`src/inc/wdt_params.svh`:
```
`ifndef WDT_PARAMS_SVH
`define WDT_PARAMS_SVH
`define WDT_ADDR_CTRL      4'h0
`define WDT_ADDR_CMP       4'h1
`define WDT_ADDR_STAT      4'h2
`define WDT_ADDR_MASK      4'h3
`define WDT_ADDR_CFG       4'h4
`define WDT_ADDR_RSTFLAG   4'h5
`define WDT_CTRL_RESET     8'h4f
`define WDT_CMP_RESET      8'hff
`define WDT_BIT_RSTEN      6
`define WDT_BIT_OVF        5
`define WDT_BIT_CLR        4
`define WDT_BIT_LPSTOP     3
`define WDT_BIT_RESERVED   7
`define WDT_BIT_EV         0
`define WDT_PS_HI          2
`define WDT_CTRL_WMASK     8'h6f
`define WDT_PRE_W          10
`define WDT_PRE_BASE_LOG   3
`define WDT_ZERO8          8'h00
`define WDT_ONE8           8'h01
`define WDT_ZERO_PRE       10'h000
`define WDT_RC_FREQ_HZ     44000
`endif

```
`src/inc/wdt_pkg.sv`:
```
package wdt_pkg;
   typedef logic [7:0] wdt_byte_t;
   typedef logic [2:0] wdt_ps_t;
   typedef enum logic [1:0] {
      WDT_ST_OFF   = 2'b00,
      WDT_ST_RUN   = 2'b01,
      WDT_ST_HOLD  = 2'b10
   } wdt_state_t;
endpackage

```
`src/inc/wdt_tick_if.sv`:
```
interface wdt_tick_if;
   logic             tick;
   logic             sync_clear;
   logic [2:0]       ps;
   logic             run;
   modport src (output tick, input sync_clear, input ps, input run);
   modport dst (input tick, output sync_clear, output ps, output run);
endinterface

```
`src/design/wdt_prescaler.sv`:
```
`include "wdt_params.svh"
module wdt_prescaler
   import wdt_pkg::*;
(
   input  wire logic   clock,
   input  wire logic   rst,
   input  wire logic   rc_clk,
   wdt_tick_if.src     tk
);
   logic                 rc_s1_reg;
   logic                 rc_s2_reg;
   logic                 rc_s3_reg;
   logic [`WDT_PRE_W-1:0] pre_reg;
   logic [`WDT_PRE_W-1:0] pre_next;
   logic [`WDT_PRE_W-1:0] pre_last;
   logic                 rc_rise;
   logic                 pre_wrap;

   assign rc_rise  = rc_s2_reg & ~rc_s3_reg;
   // Terminal count is 2^(ps+3)-1.
   assign pre_last = `WDT_PRE_W'((1 << (32'(tk.ps) + `WDT_PRE_BASE_LOG)) - 1);  // RULE_07
   assign pre_wrap = rc_rise && (pre_reg >= pre_last);
   assign pre_next = (tk.sync_clear || !tk.run) ? `WDT_ZERO_PRE :
                     pre_wrap ? `WDT_ZERO_PRE :
                     rc_rise ? pre_reg + `WDT_PRE_W'(1) : pre_reg;
   assign tk.tick  = pre_wrap && tk.run && !tk.sync_clear;  // RULE_01

   always_ff @(posedge clock) begin
      if (rst) begin
         rc_s1_reg <= 1'b0;
         rc_s2_reg <= 1'b0;
         rc_s3_reg <= 1'b0;
         pre_reg   <= `WDT_ZERO_PRE;
      end else begin
         rc_s1_reg <= rc_clk;
         rc_s2_reg <= rc_s1_reg;
         rc_s3_reg <= rc_s2_reg;
         pre_reg   <= pre_next;
      end
   end
endmodule

```
`src/design/wdt_timer.sv`:
```
// Contract
// RULE_01 - Counter increments on the low-frequency RC clock after prescaling.
// RULE_02 - Reset-enable set: overflow resets system; clear: overflow requests interrupt.
// RULE_03 - Every overflow sets the overflow flag; it holds until software writes zero.
// RULE_04 - Writing one to counter-clear zeroes the counter; the bit reads zero.
// RULE_05 - Low-power stop clear: keep counting in idle and power-down, waking system.
// RULE_06 - Low-power stop set: counter halts during idle or power-down.
// RULE_07 - Prescale codes 000 to 111 divide by 8 through 1024.
// RULE_08 - Counter equal to compare value signals overflow and restarts from zero.
// RULE_09 - Compare value zero disables the watchdog; non-zero starts it.
// RULE_10 - Overflow interval is prescale times compare plus one RC periods.
// RULE_11 - Watchdog-caused reset sets a watchdog reset flag readable by software.
// RULE_12 - Interrupt request asserted while overflow flag and interrupt enable are set.
//
// The placing of the registers and the strobed register port were decided locally.
`include "wdt_params.svh"
module wdt_timer
   import wdt_pkg::*;
(
   input  wire logic        clock,
   input  wire logic        rst,
   input  wire logic        rc_clk,
   input  wire logic        sleep_mode,
   input  wire logic        global_irq_enable,
   input  wire logic [3:0]  addr,
   input  wire logic [7:0]  wdata,
   input  wire logic        wr_en,
   input  wire logic        rd_en,
   output logic      [7:0]  rdata,
   output logic             wdt_irq,
   output logic             sys_reset_req,
   output logic             wake_req,
   output logic             irq
);
   wdt_tick_if tk ();

   wdt_byte_t  ctrl_reg;
   wdt_byte_t  ctrl_next;
   wdt_byte_t  cmp_reg;
   wdt_byte_t  cnt_reg;
   wdt_byte_t  cnt_next;
   wdt_byte_t  rdata_reg;
   wdt_byte_t  rdata_next;
   logic       irq_en_reg;
   logic       rstflag_reg;
   logic       rstflag_next;
   logic       stat_reg;
   logic       stat_next;
   logic       mask_reg;
   logic       sleep_s1_reg;
   logic       sleep_s2_reg;
   logic       sys_reset_reg;
   logic       clr_pend_reg;
   wdt_state_t state_reg;
   wdt_state_t state_next;

   wire        wr_ctrl    = wr_en && (addr == `WDT_ADDR_CTRL);
   wire        wr_cmp     = wr_en && (addr == `WDT_ADDR_CMP);
   wire        wr_stat    = wr_en && (addr == `WDT_ADDR_STAT);
   wire        wr_mask    = wr_en && (addr == `WDT_ADDR_MASK);
   wire        wr_cfg     = wr_en && (addr == `WDT_ADDR_CFG);
   wire        wr_rflag   = wr_en && (addr == `WDT_ADDR_RSTFLAG);
   wire        rst_en     = ctrl_reg[`WDT_BIT_RSTEN];
   wire        lp_stop    = ctrl_reg[`WDT_BIT_LPSTOP];
   wire        ovf_flag   = ctrl_reg[`WDT_BIT_OVF];
   wire        clr_req    = wr_ctrl && wdata[`WDT_BIT_CLR];
   wire        enabled    = (cmp_reg != `WDT_ZERO8);
   wire        running    = (state_reg == WDT_ST_RUN);
   wire        overflow   = running && tk.tick && (cnt_reg == cmp_reg);
   wire        irq_line   = ovf_flag && irq_en_reg;

   // Run state: off when compare is zero, hold while sleeping with stop bit set.
   always_comb begin
      state_next = state_reg;
      case (state_reg)
         WDT_ST_OFF: begin
            if (enabled) begin
               state_next = WDT_ST_RUN;  // RULE_09
            end
         end
         WDT_ST_RUN: begin
            if (!enabled) begin
               state_next = WDT_ST_OFF;  // RULE_09
            end else if (sleep_s2_reg && lp_stop) begin
               state_next = WDT_ST_HOLD;  // RULE_06
            end
         end
         WDT_ST_HOLD: begin
            if (!enabled) begin
               state_next = WDT_ST_OFF;
            end else if (!(sleep_s2_reg && lp_stop)) begin
               state_next = WDT_ST_RUN;  // RULE_05
            end
         end
         default: begin
            state_next = WDT_ST_OFF;
         end
      endcase
   end

   assign tk.ps         = ctrl_reg[`WDT_PS_HI:0];
   assign tk.run        = running;
   assign tk.sync_clear = clr_req || clr_pend_reg || !enabled;

   wdt_prescaler u_pre (
      .clock  (clock),
      .rst    (rst),
      .rc_clk (rc_clk),
      .tk     (tk)
   );

   // Counter: clear request wins, match wraps to zero, otherwise count ticks.
   always_comb begin
      cnt_next = cnt_reg;
      if (tk.sync_clear) begin
         cnt_next = `WDT_ZERO8;  // RULE_04
      end else if (overflow) begin
         cnt_next = `WDT_ZERO8;  // RULE_08
      end else if (running && tk.tick) begin
         cnt_next = cnt_reg + `WDT_ONE8;  // RULE_01 RULE_10
      end
   end

   // Control register: set of the overflow flag wins over a software clear.
   always_comb begin
      ctrl_next = ctrl_reg;
      if (wr_ctrl) begin
         ctrl_next = (wdata & `WDT_CTRL_WMASK) | (ctrl_reg & ~`WDT_CTRL_WMASK);
         ctrl_next[`WDT_BIT_OVF] = ctrl_reg[`WDT_BIT_OVF] & wdata[`WDT_BIT_OVF];  // RULE_03
      end
      ctrl_next[`WDT_BIT_CLR] = 1'b0;  // RULE_04
      ctrl_next[`WDT_BIT_RESERVED] = 1'b0;
      if (overflow) begin
         ctrl_next[`WDT_BIT_OVF] = 1'b1;  // RULE_03
      end
   end

   // Sticky status for the interrupt output, write one to clear, set wins.
   assign stat_next = overflow | (stat_reg & ~(wr_stat & wdata[`WDT_BIT_EV]));

   // Reset flag survives the watchdog reset itself; software writes one to clear.
   assign rstflag_next = (overflow && rst_en) | (rstflag_reg & ~(wr_rflag & wdata[`WDT_BIT_EV]));  // RULE_11

   always_comb begin
      rdata_next = `WDT_ZERO8;
      if (rd_en) begin
         if (addr == `WDT_ADDR_CTRL) begin
            rdata_next = ctrl_reg;
         end else if (addr == `WDT_ADDR_CMP) begin
            rdata_next = cmp_reg;
         end else if (addr == `WDT_ADDR_STAT) begin
            rdata_next = {7'h00, stat_reg};
         end else if (addr == `WDT_ADDR_MASK) begin
            rdata_next = {7'h00, mask_reg};
         end else if (addr == `WDT_ADDR_CFG) begin
            rdata_next = {7'h00, irq_en_reg};
         end else if (addr == `WDT_ADDR_RSTFLAG) begin
            rdata_next = {7'h00, rstflag_reg};
         end
      end
   end

   always_ff @(posedge clock) begin
      if (rst) begin
         ctrl_reg     <= `WDT_CTRL_RESET;
         cmp_reg      <= `WDT_CMP_RESET;
         cnt_reg      <= `WDT_ZERO8;
         state_reg    <= WDT_ST_OFF;
         clr_pend_reg <= 1'b0;
         sleep_s1_reg <= 1'b0;
         sleep_s2_reg <= 1'b0;
         irq_en_reg   <= 1'b0;
         stat_reg     <= 1'b0;
         mask_reg     <= 1'b0;
         rdata_reg    <= `WDT_ZERO8;
         sys_reset_reg <= 1'b0;
      end else begin
         ctrl_reg     <= ctrl_next;
         cnt_reg      <= cnt_next;
         state_reg    <= state_next;
         clr_pend_reg <= clr_req;
         sleep_s1_reg <= sleep_mode;
         sleep_s2_reg <= sleep_s1_reg;
         stat_reg     <= stat_next;
         rdata_reg    <= rdata_next;
         sys_reset_reg <= overflow && rst_en;  // RULE_02
         if (wr_cmp) begin
            cmp_reg <= wdata;  // RULE_09
         end
         if (wr_mask) begin
            mask_reg <= wdata[`WDT_BIT_EV];
         end
         if (wr_cfg) begin
            irq_en_reg <= wdata[`WDT_BIT_EV];
         end
      end
   end

   // The reset flag is cleared only by its own write, not by rst.
   always_ff @(posedge clock) begin
      rstflag_reg <= rstflag_next;
   end

   assign rdata         = rdata_reg;
   assign sys_reset_req = sys_reset_reg;  // RULE_02
   assign wdt_irq       = irq_line && !rst_en;  // RULE_12 RULE_02
   assign wake_req      = sleep_s2_reg && (sys_reset_reg || (wdt_irq && global_irq_enable));  // RULE_05
   assign irq           = stat_reg && mask_reg;
endmodule

```
`config.mk`:
```
export PLATFORM = sky130hd
export DESIGN_NAME = wdt_timer
export DESIGN_NICKNAME = d
export VERILOG_FILES = /design/src/inc/wdt_pkg.sv /design/src/inc/wdt_tick_if.sv /design/src/design/wdt_prescaler.sv /design/src/design/wdt_timer.sv
export VERILOG_INCLUDE_DIRS = /design/src /design/src/inc
export SDC_FILE = /design/constraint.sdc
export NUM_CORES = 1
export LEC_CHECK = 0
export BUFFER_PORTS_ARGS = -buffer_cell sky130_fd_sc_hd__buf_2
export CAP_MARGIN = 20
export CORE_MARGIN = 2
export CORE_UTILIZATION = 51
export CTS_BUF_LIST = sky130_fd_sc_hd__clkbuf_2
export DETAILED_ROUTE_END_ITERATION = 8
export PLACE_DENSITY = 0.83
export RECOVER_POWER = 100
export SYNTH_ARGS = -nofsm -noshare
export SYNTH_HDL_FRONTEND = slang
export SYNTH_SLANG_ARGS = --single-unit
```
`constraint.sdc`:
```
create_clock -name clock -period 2.66 [get_ports clock]
set_clock_uncertainty 0.2 [all_clocks]
set_input_delay 0.133 -clock clock [delete_from_list [all_inputs] [get_ports clock]]
set_output_delay 0.133 -clock clock [all_outputs]
set_load 0.01 [all_outputs]
```
=== Yosys cells after proc, flatten, opt, wreduce, memory -nomap -nowiden ===
Cells that the tools add are included.

* Add/subtract/negate cells: 4
* Magnitude comparators: 1
* Equal/unequal tests: 11
* Shift operators: 1
* Multiplexer cells: 14
* Bitwise gates (word level): 13
* Reduce and logical (&&, ||, !) cells: 35

{| class="wikitable"
|+ Operators with widths
! kind !! number
|-
| 1-bit by 32-bit left shift with 10-bit output, first input constant || 1
|-
| 1-bit logical AND || 19
|-
| 8-bit two-way mux || 2
|-
| 10-bit by 1-bit adder with 10-bit output, second input constant || 1
|-
| 10-bit >= comparator || 1
|-
| 2-bit two-way mux || 5
|-
| 10-bit by 2-bit subtractor with 10-bit output, second input constant || 1
|-
| 8-bit by 1-bit adder with 8-bit output, second input constant || 1
|-
| 4-bit by 2-bit equality test with 1-bit output, second input constant || 2
|-
| 4-bit by 3-bit equality test with 1-bit output, second input constant || 2
|-
| 8-bit equality test || 1
|-
| 8-bit nonzero test || 1
|-
| 7-bit by 1-bit OR with 7-bit output, second input constant || 1
|-
| 1-bit bitwise AND || 6
|-
| 6-bit two-way mux || 1
|-
| 2-bit case mux with 3 select lines || 1
|-
| 3-bit OR reduction || 2
|-
| 1-bit two-way mux || 5
|-
| 3-bit by 2-bit adder with 4-bit output, second input constant || 1
|-
| 4-bit by 1-bit equality test with 1-bit output, second input constant || 1
|-
| 1-bit zero test || 4
|-
| 4-bit zero test || 1
|-
| 1-bit logical OR || 4
|-
| 1-bit NOT || 4
|-
| other kinds (10) || 11
|}

* Register bits: 53
* Input port bits: 19
* Output and inout port bits: 12
* Logic and storage cells: 97

=== Longest topological paths before layout ===
Gate-level depths: netlist of the first run.

* Depth after elaboration: 11
* Mapped depth: 12
* Depth with buffers taken out: 10

=== Modules after synthesis ===
From an unflattened synthesis of the first run, not the netlist that was laid out.

* Cells, all modules: 301
* Area, all modules: 2,800.2 um^2

{| class="wikitable"
|+ Modules (own cells, without submodules)
! module !! times used !! cells each !! area an instance (um^2)
|-
| wdt_timer || 1 || 198 || 1,873.0
|-
| wdt_prescaler || 1 || 103 || 927.1
|}

=== Worst setup path after synthesis of the first run ===
OpenSTA, ideal clock, no wires.

* Kind: reg-to-reg
* Start point: reg ctrl_reg[1]
* End point: reg u_pre.pre_reg[0]
* Arrival time: 2.284 ns
* Slack: 0.112 ns
* Stages on the path, launching flop included: 12
* Buffers on the path: 2
* Period minus slack after synthesis: 2.548 ns
* Cell sequence: dfxtp_1 -> clkbuf_1 -> or2_2 -> a21oi_1 -> ha_1 -> a21oi_1 -> a211oi_2 -> nor3_4 -> a21oi_1 -> or3_1 -> buf_2 -> nor2_1

* Cells in the longest elaborated chain, start to end: 6

{| class="wikitable"
|+ Ends and longest elaborated chain
! what !! RTL line !! RTL
|-
| from (decl) || wdt_timer.sv:37 || <nowiki>wdt_byte_t ctrl_reg;</nowiki>
|-
| from (signal assigned) || wdt_timer.sv:165 || <nowiki>ctrl_reg <= `WDT_CTRL_RESET;</nowiki>
|-
| from (signal assigned) || wdt_timer.sv:178 || <nowiki>ctrl_reg <= ctrl_next;</nowiki>
|-
| 3-bit by 2-bit adder with 4-bit output (no line) || - ||
|-
| 1-bit by 32-bit left shift with 10-bit output || wdt_prescaler.sv:21 || <nowiki>assign pre_last = `WDT_PRE_W'((1 << (32'(tk.ps) + `WDT_PRE_BASE_LOG)) - 1);</nowiki>
|-
| 10-bit by 2-bit subtractor with 10-bit output || wdt_prescaler.sv:21 ||
|-
| 10-bit >= comparator || wdt_prescaler.sv:22 || <nowiki>assign pre_wrap = rc_rise && (pre_reg >= pre_last);</nowiki>
|-
| 1-bit logical AND || wdt_prescaler.sv:22 ||
|-
| 3-bit OR reduction (no line) || - ||
|-
| to (signal assigned) || wdt_prescaler.sv:33 || <nowiki>pre_reg <= `WDT_ZERO_PRE;</nowiki>
|-
| to (signal assigned) || wdt_prescaler.sv:38 || <nowiki>pre_reg <= pre_next;</nowiki>
|-
| to (decl) || wdt_prescaler.sv:13 || <nowiki>logic [`WDT_PRE_W-1:0] pre_reg;</nowiki>
|}

No other way between the ends.
A chain may end at the register's enable or synchronous reset.

=== Final worst setup path of the first run ===
* Start point: reg ctrl_reg[1]
* End point: reg u_pre.pre_reg[3]

Same word-level chain as after synthesis.

==> flow_metrics.tcl, run 1 <==
set metrics [dict create \
    status "completed" \
    timing.hold.ws_ns 0.2143 \
    clk_pin_slew_ns 0.28 \
    postSynthCellCount 292 \
    grt.total_usage 0.2345 \
    setup_ws_ns 0.01914 \
    timing.final.crit_share 0.9928 \
    totalPowerFinal_mw 1.308 \
    cts_root_buf "clkbuf_2" \
    grt_pass1_vias 2290 \
    clk_latency_ns 0.51 \
    gr-total-overflow 0 \
    cts_tree "done" \
    stdcell_area_sq_um 3407 \
    path_class "reg2reg" \
    p_comb_frac 0.113 \
    p_switching_uw 364.2 \
    dp_slack_ns -0.007591 \
    largest_reg_flops 10 \
    hp-class "in2reg" \
    slew_headroom 0.6359 \
    dr.pass1.iters 5 \
    seq_area_frac_synth 0.4052 \
    floorplan.rows 26 \
    grt_start_max_net_pins 30 \
    netlist.area_leader.share 0.4052 \
    synth_area_leaders "dfxtp_1, ha_1, xor2_1" \
    clk_path_buf_depth 2 \
    required_ns 2.92 \
    pwr-share-clk 0.263 \
    fin_setup_tns_ns 0 \
    cts_max_level 2 \
    pin_count 31 \
    fin_cells 435 \
    dp_hpwl_um 4142 \
    synth_seq_cells 53 \
    crit_path_max_fanout 5 \
    crit_path_max_incr_delay_ns 0.42 \
    die_w_um 75.66 \
    ys_top_cells_by_count "dfxtp_1, nor2_1, nand2_1, xor2_1, ha_1" \
    routabilityCongestion 0.8314 \
    dieArea_sq_um 5724 \
    antenna_found_initial 0 \
    fmax_mhz 378.7 \
    dp_cells 390 \
    syn2layout_area_growth_pct 30.10 \
    p_per_area_nw_per_um2 384.0 \
    coreArea_sq_um 5042 \
    dpl_cell_area_sq_um 2874 \
    drt_iter0_drc 165 \
    cp.arrival_ns 2.90 \
    via_per_inst 5.669 \
    yosys_warnings 0 \
    n_fill_cell 355 \
    final_antenna_net_count 0 \
    sequentialPowerShare 0.624 \
    die_h_um 75.66 \
    cts_made_buffers 5 \
    cp_cell_sequence "or2_2 -> a21oi_2 -> ha_1 -> a21oi_2 -> a211oi_2 -> nor3_4 -> a21oi_1 -> or3_4 -> nor2_1" \
    yosysMostFrequentCell "dfxtp_1" \
    ys_types 39 \
    worstSetupEndpointType "flip-flop" \
    fin_crit_ns 2.641 \
    utilization 0.6757 \
    power_leakage_nw 1.319 \
    initial_utilization 0.5194 \
    crit_slowest_cell "dfxtp_4" \
    insertedDiodeCount 0 \
    switching_share 0.2784 \
    drc 0 \
    crit_buf_inv 0 \
    vias 2466 \
    synth_edf_count 0 \
    worst_pin_slew_ns 0.5461 \
    wl_um 6953 \
    crit_top_cell "a21oi_2" \
    hold_viol_final 0 \
    rsz0062_at_grt "yes" \
    drv_cap 0 \
    drive_gt1_frac 0.1726 \
    ir_drop_mv 0.3816 \
    syn_area_per_cell_sq_um 8.968 \
    cp-start-kind "flip-flop" \
    nets 396 \
    port_buffers 30 \
    synthArstFlopShare 0 \
    slew_viol_final 0 \
    cts_num_sinks 53 \
    internal_power_uw 944.1 \
    path_delay_family "simple AND/OR/NAND/NOR gates" \
    synth_ff_type "dfxtp_1" \
    setup_viol 0 \
    grt_pass1_wl_um 10250 \
    synth_top_cell_by_area "dfxtp_1" \
    synth_area_sq_um 2619 \
    wl_per_cell_um 15.98 \
]
## power by group through the flow
stage | registers, mW | logic, mW | clock network, mW
2_1_floorplan | 0.831 | 0.0671 | 0
3_3_place_gp | 0.832 | 0.102 | 0
3_5_place_dp | 0.833 | 0.104 | 0
4_1_cts | 0.818 | 0.131 | 0.337
5_1_grt | 0.819 | 0.160 | 0.376
6_report | 0.817 | 0.148 | 0.344
## tightest hold or removal path: stages
cell	delay, ns
dlygate4sd3_1	0.53
buf_2	0.12
a311o_1	0.14
## layout by cell type, fill, tap and decap left out, types with 2 or more instances in the layout
master,Yosys,final
a2111oi_4,0,4
a211oi_1,4,3
nor3b_1,4,4
inv_1,7,7
nor4_1,3,3
nor2_1,32,32
buf_12,0,2
nor3_1,5,4
o21ai_0,5,3
o21ai_1,0,2
conb_1,1,3
a211o_1,6,5
nand4_1,11,11
a21oi_2,0,3
nand2_1,27,27
dfxtp_4,0,2
buf_4,0,11
mux2i_1,8,8
a211oi_2,2,2
nand2b_1,3,3
nand3_1,12,11
nand3b_1,11,11
buf_2,4,19
ha_1,13,13
dlygate4sd3_1,0,29
xor2_1,15,15
and3_1,10,10
clkbuf_1,7,13
a21oi_1,12,9
nor2b_1,8,7
or3_4,0,2
clkbuf_2,0,5
dfxtp_1,53,50
xnor2_1,11,11
## cell type report
| class | instances | area, sq um | area share |
|---|---|---|---|
| repair buffers | 74 | 556.8 | 0.1634 |
| multi-input cells | 223 | 1620 | 0.4756 |
| clock buffers | 5 | 25.02 | 0.007345 |
| clock inverters | 3 | 21.27 | 0.006243 |
| well taps | 70 | 87.58 | 0.02571 |
| flip-flops and latches | 53 | 1070 | 0.3140 |
| inverters | 7 | 26.28 | 0.007712 |
## cells by family (layout without fill, tap and decap cells)
kind of cell	Yosys count	count (layout)	share of synthesized area
and+or+nand+nor	133	134	0.2723
DFF	53	53	0.4052
AOI/OAI and AO/OA	39	39	0.1123
xor gates and xnor gates	26	26	0.08696
buffers and inverters	19	89	0.02915
adders and majority gates	13	13	0.06211
muxes	8	8	0.03058
other	1	3	0.001432
## layer usage
layer | track usage | part of all wire
met1 | 0.2921 | 0.42
met4 | 0.09747 | 0.025
met5 | 0 | 0
met2 | 0.3961 | 0.50
met3 | 0.04630 | 0.054
## repair_timing
action | 4_1_cts | 5_1_grt
cloned | 0 | 1
setup endpoints to repair | 10 | 19
hold endpoints to repair | 38 | 0
gates resized for setup | 1 | 26
buffers inserted | 0 | 7
hold buffers | 29 | 0
pin swaps | 0 | 10
## path summary, 6_finish.rpt
| path | startpoint | end | slack (ns) | cells after the start |
|---|---|---|---|---|
| worst min register to register | u_pre.rc_s1_reg$_SDFF_PP0_ | u_pre.rc_s2_reg$_SDFF_PP0_ | 0.27 | 1 |
| worst max-delay path | ctrl_reg[1]$_SDFFE_PP1P_ | u_pre.pre_reg[3]$_SDFFE_PP0P_ | 0.02 | 9 |
| worst max register to register | ctrl_reg[1]$_SDFFE_PP1P_ | u_pre.pre_reg[3]$_SDFFE_PP0P_ | 0.02 | 9 |
| worst min-delay path | wdata[6] | ctrl_reg[6]$_SDFFE_PP1P_ | 0.21 | 3 |
Power figures use the tool's default switching activity.
==> run 2, diff against run 1 <==
--- a/config.mk
+++ b/config.mk
@@ -8,6 +8,7 @@
 export LEC_CHECK = 0
 export BUFFER_PORTS_ARGS = -buffer_cell sky130_fd_sc_hd__buf_2
 export CAP_MARGIN = 20
+export CORE_ASPECT_RATIO = 1.1
 export CORE_MARGIN = 2
 export CORE_UTILIZATION = 51
 export CTS_BUF_LIST = sky130_fd_sc_hd__clkbuf_2
==> run 2 against run 1 <==
Effect of this change: sequential power is essentially flat; combinational power down 5%; non-clock buffer count fell by 7; sequential share of layout area rose by 0.75 points; via count down 2.8%; clock-buffer cell count is the same; maximum frequency rose by 0.98%; critical endpoint is now rstflag_reg$_DFF_P_; largest power group unchanged; highest routed layer unchanged.
==> flow_metrics.tcl, run 2 (synthesis results as in run 1) <==
set metrics [dict create \
    cp-start-kind "flip-flop" \
    hp-class "in2reg" \
    grt.total_usage 0.2084 \
    cts_tree "done" \
    drc 0 \
    slew_headroom 0.6421 \
    utilization 0.6692 \
    cts_root_buf "clkbuf_2" \
    wl_per_cell_um 15.22 \
    die_w_um 72.32 \
    dieArea_sq_um 5724 \
    n_fill_cell 382 \
    routabilityCongestion 0.8196 \
    die_h_um 79.16 \
    clk_path_buf_depth 2 \
    pin_count 31 \
    cts_max_level 2 \
    cts_made_buffers 5 \
    gr-total-overflow 0 \
    wl_um 6348 \
    clk_latency_ns 0.44 \
    fin_crit_ns 2.615 \
    dp_hpwl_um 4048 \
    timing.hold.ws_ns 0.2525 \
    coreArea_sq_um 4966 \
    p_per_area_nw_per_um2 438.9 \
    port_buffers 30 \
    grt_start_max_net_pins 30 \
    antenna_found_initial 0 \
    clk_pin_slew_ns 0.26 \
    insertedDiodeCount 0 \
    final_cell_mix "dfxtp_1, nor2_1, nand2_1" \
    final_common_cell "dfxtp_1" \
    via_per_inst 5.748 \
    drive_gt1_frac 0.1588 \
    totalPowerFinal_mw 1.459 \
    drv_cap 0 \
    ir_drop_mv 0.3309 \
    fin_cells 417 \
    vias 2397 \
    timing.final.crit_share 0.9832 \
    cp.arrival_ns 2.81 \
    largest_reg_flops 10 \
    nets 390 \
    final_antenna_net_count 0 \
    hold_viol_final 0 \
    floorplan.rows 27 \
    fmax_mhz 382.4 \
    syn2layout_area_growth_pct 26.90 \
    stdcell_area_sq_um 3323 \
    initial_utilization 0.5273 \
    dr.pass1.iters 4 \
    required_ns 2.86 \
    grt_pass1_vias 2078 \
    slew_viol_final 0 \
    drt_iter0_drc 148 \
    power_leakage_nw 1.308 \
    dpl_cell_area_sq_um 2851 \
    path_class "reg2reg" \
    grt_pass1_wl_um 9384 \
    worstSetupEndpointType "flip-flop" \
    dp_cells 377 \
    setup_viol 0 \
    status "completed" \
    cts_num_sinks 53 \
    worst_pin_slew_ns 0.5328 \
    reg2reg_slack_ns 0.04 \
    crit_path_max_fanout 4 \
]
[run 2: routing by layer]
layer	routed length, um	GRT usage	up-vias
li1	-	-	1167
met1	2666	0.2616	1125
met2	3219	0.3587	89
met3	356	0.04188	16
met4	106	0.05849	0
met5	0	0	-
[run 2: final timing paths]
path | endpoint | cells past startpoint | startpoint
max | rstflag_reg$_DFF_P_ | 11 | ctrl_reg[2]$_SDFFE_PP1P_
min | ctrl_reg[6]$_SDFFE_PP1P_ | 3 | wdata[6]
max reg2reg | rstflag_reg$_DFF_P_ | 11 | ctrl_reg[2]$_SDFFE_PP1P_
min reg2reg | u_pre.rc_s2_reg$_SDFF_PP0_ | 1 | u_pre.rc_s1_reg$_SDFF_PP0_
[run 2: report_power, final]
group          internal, mW  total (mW)  switching, mW
logic                0.0687       0.140         0.0716
clock network         0.251       0.501          0.250
registers             0.807       0.817         0.0105
total                  1.13        1.46          0.332
[run 2: area by class of cell]
class	instances	area (sq um)	share of cell area
multi-input combinational	224	1592	0.4789
sequential	53	1069	0.3215
timing repair buffer	67	474.2	0.1427
tap	58	72.57	0.02184
clock inverter	3	65.06	0.01958
inverter	7	26.28	0.007907
clock buffer	5	25.02	0.007530
[run 2: timing repair]
action / in CTS / in global routing
endpoints found under the setup margin: 10 / 18
endpoints found under the hold margin: 33 / 0
gates resized for setup: 1 / 20
gates cloned: 0 / 2
setup buffers: 0 / 5
hold buffers: 25 / 0
pin swaps: 0 / 8
[run 2: critical path, cell delays in order (launching register included)]
cell and delay [ns]:
dfxtp_4 0.41, buf_4 0.11, buf_4 0.11, a21oi_1 0.07, ha_1 0.27, nand4_1 0.17
a211oi_4 0.35, nor3_4 0.09, buf_4 0.17, a211o_1 0.31, buf_4 0.17, o21ai_0 0.14
[run 2: through the flow]
stage / TNS [ns] / worst slack [ns]
3_3_place_gp: 0 / 0.1103
4_1_cts: 0 / 0.06994
5_1_grt: -0.2728 / -0.07552
6_report: 0 / 0.04480
3_5_place_dp: -0.001695 / -0.001695
2_1_floorplan: 0 / 0.1123
==> run 3, diff against run 2 <==
--- a/config.mk
+++ b/config.mk
@@ -13,7 +13,7 @@
 export CORE_UTILIZATION = 51
 export CTS_BUF_LIST = sky130_fd_sc_hd__clkbuf_2
 export DETAILED_ROUTE_END_ITERATION = 8
-export PLACE_DENSITY = 0.83
+export PLACE_DENSITY = 0.8
 export RECOVER_POWER = 100
 export SYNTH_ARGS = -nofsm -noshare
 export SYNTH_HDL_FRONTEND = slang
==> constraint.sdc (replaced) <==
create_clock -name clock -period 3.3 [get_ports clock]
set_clock_uncertainty 0.2 [all_clocks]
set_input_delay 0.165 -clock clock [delete_from_list [all_inputs] [get_ports clock]]
set_output_delay 0.165 -clock clock [all_outputs]
set_load 0.01 [all_outputs]
==> run 3 against run 2 <==
Effect of this change: sequential cell count stayed put; critical endpoint is now irq_en_reg$_SDFFE_PP0P_; clock power is 33% lower; die area stayed put; first-iteration DRC count is 30% lower; via count is 5.5% lower; combinational power is 27% lower; non-clock buffer count is 10 lower; design area is 6.6% lower; worst setup slack better by 0.40 ns.
==> flow_metrics.tcl, run 3 (synthesis results as in run 1) <==
set metrics [dict create \
    cts_tree "done" \
    crit_path_max_fanout 16 \
    grt_pass1_vias 2156 \
    dp_hpwl_um 4011 \
    clk_path_buf_depth 2 \
    p_per_area_nw_per_um2 354.1 \
    initial_utilization 0.5273 \
    switching_share 0.2455 \
    hold_viol_final 0 \
    nets 378 \
    worstSetupEndpointType "flip-flop" \
    dr.pass1.iters 4 \
    post-cts-setup-buffers 0 \
    clk_latency_ns 0.47 \
    grt.total_usage 0.2146 \
    dieArea_sq_um 5724 \
    via_per_inst 5.590 \
    timing.final.crit_share 0.8664 \
    fmax_mhz 349.8 \
    path_class "in2reg" \
    fin_crit_ns 2.859 \
    worst_pin_slew_ns 1.187 \
    cts_resized 0 \
    insertedDiodeCount 0 \
    rsz0062_at_grt "no" \
    n_fill_cell 414 \
    drv_cap 0 \
    sequentialPowerShare 0.601 \
    status "completed" \
    hp-class "in2reg" \
    internal_power_uw 829.6 \
    ir_drop_mv 0.2192 \
    antenna_found_initial 0 \
    largest_reg_flops 10 \
    required_ns 3.55 \
    slew_viol_final 0 \
    pwr-share-clk 0.306 \
    wl_per_cell_um 14.33 \
    slew_headroom 0.2089 \
    pin_count 31 \
    routabilityCongestion 0.8521 \
    syn2layout_area_growth_pct 18.59 \
    cp.arrival_ns 3.11 \
    coreArea_sq_um 4966 \
    gr-total-overflow 0 \
    grt_pass1_wl_um 9742 \
    cts_root_buf "clkbuf_2" \
    final_antenna_net_count 0 \
    cts_max_level 2 \
    p_switching_uw 270.0 \
    cp-start-kind "input port" \
    final_common_cell "dfxtp_1" \
    setup_ws_ns 0.4410 \
    port_buffers 30 \
    p_comb_frac 0.093 \
    vias 2264 \
    wl_um 5803 \
    fin_setup_tns_ns 0 \
    power_leakage_nw 1.226 \
    drt_iter0_drc 103 \
    clk_pin_slew_ns 0.30 \
    cts_num_sinks 53 \
    die_h_um 79.16 \
    grt_start_max_net_pins 30 \
    dp_slack_ns 0.5290 \
    drc 0 \
    floorplan.rows 27 \
    drive_gt1_frac 0.08357 \
    cts_made_buffers 5 \
    cts-hold-fix-buffers 25 \
    die_w_um 72.32 \
    final_cell_mix "dfxtp_1, nor2_1, nand2_1" \
    setup_viol 0 \
]
==> run 3: changes by cell type in the layout (fill, tap and decap cells not counted), moves of 3 or more <==
cell,previous run,this run
buf_4,12,0
a2111oi_1,0,4
clkbuf_1,13,16
a2111oi_2,3,0
==> run 3: cell type report <==
| cell class | count | area (sq um) | share of cell area |
|---|---|---|---|
| clock buffer | 5 | 25.02 | 0.008058 |
| clock inverter | 3 | 46.29 | 0.01491 |
| inverter | 7 | 26.28 | 0.008461 |
| multi-input combinational | 222 | 1484 | 0.4778 |
| sequential | 53 | 1061 | 0.3417 |
| tap | 58 | 72.57 | 0.02337 |
| timing repair buffer | 57 | 390.4 | 0.1257 |
==> run 3: final timing paths <==
kind                                      to                        from  cells after the start  slack, ns
setup / recovery     irq_en_reg$_SDFFE_PP0P_                     addr[0]                      8       0.44
hold / removal       cmp_reg[3]$_SDFFE_PP1P_                    wdata[3]                      4       0.25
setup reg to reg     cnt_reg[6]$_SDFFE_PP0P_    ctrl_reg[1]$_SDFFE_PP1P_                      9       0.46
hold reg to reg   u_pre.rc_s2_reg$_SDFF_PP0_  u_pre.rc_s1_reg$_SDFF_PP0_                      1       0.27
==> run 3: metrics by stage <==
stage               cells  power [mW]  utilization  hold slack [ns]  cell area (sq um)
finish                405       1.100       0.6253           0.2470               3105
global route          405       1.144       0.6253           0.2384               3105
CTS                   405       1.106       0.6314           0.2328               3136
floorplan             294      0.7239            -          0.08602               2626
detailed placement    372      0.7540       0.5666           0.1820               2814
global placement      372      0.7506       0.5666           0.1742               2814
==> run 3: power by group through the flow <==
| stage | logic [mW] | registers, mW | clock network [mW] |
|---|---|---|---|
| floorplan | 0.0541 | 0.670 | 0 |
| global placement | 0.0792 | 0.671 | 0 |
| detailed placement | 0.0819 | 0.672 | 0 |
| CTS | 0.101 | 0.661 | 0.344 |
| global route | 0.113 | 0.663 | 0.368 |
| finish | 0.102 | 0.661 | 0.337 |
==> run 3: critical path, cell delays in order <==
cell           delay [ns]
dlygate4sd3_1        0.53
buf_2                0.23
nor2b_1              0.31
clkbuf_1             0.41
nand3_1              0.16
dlygate4sd3_1        0.61
a21oi_1              0.12
dlygate4sd3_1        0.57
==> run 3: routing by layer <==
| layer | global-route usage | up-vias | share of wire |
|---|---|---|---|
| met5 | 0 | - | 0 |
| met4 | 0.08491 | 0 | 0.022 |
| met3 | 0.03299 | 14 | 0.052 |
| met2 | 0.3615 | 64 | 0.48 |
| met1 | 0.2726 | 1044 | 0.44 |
| li1 | - | 1142 | - |
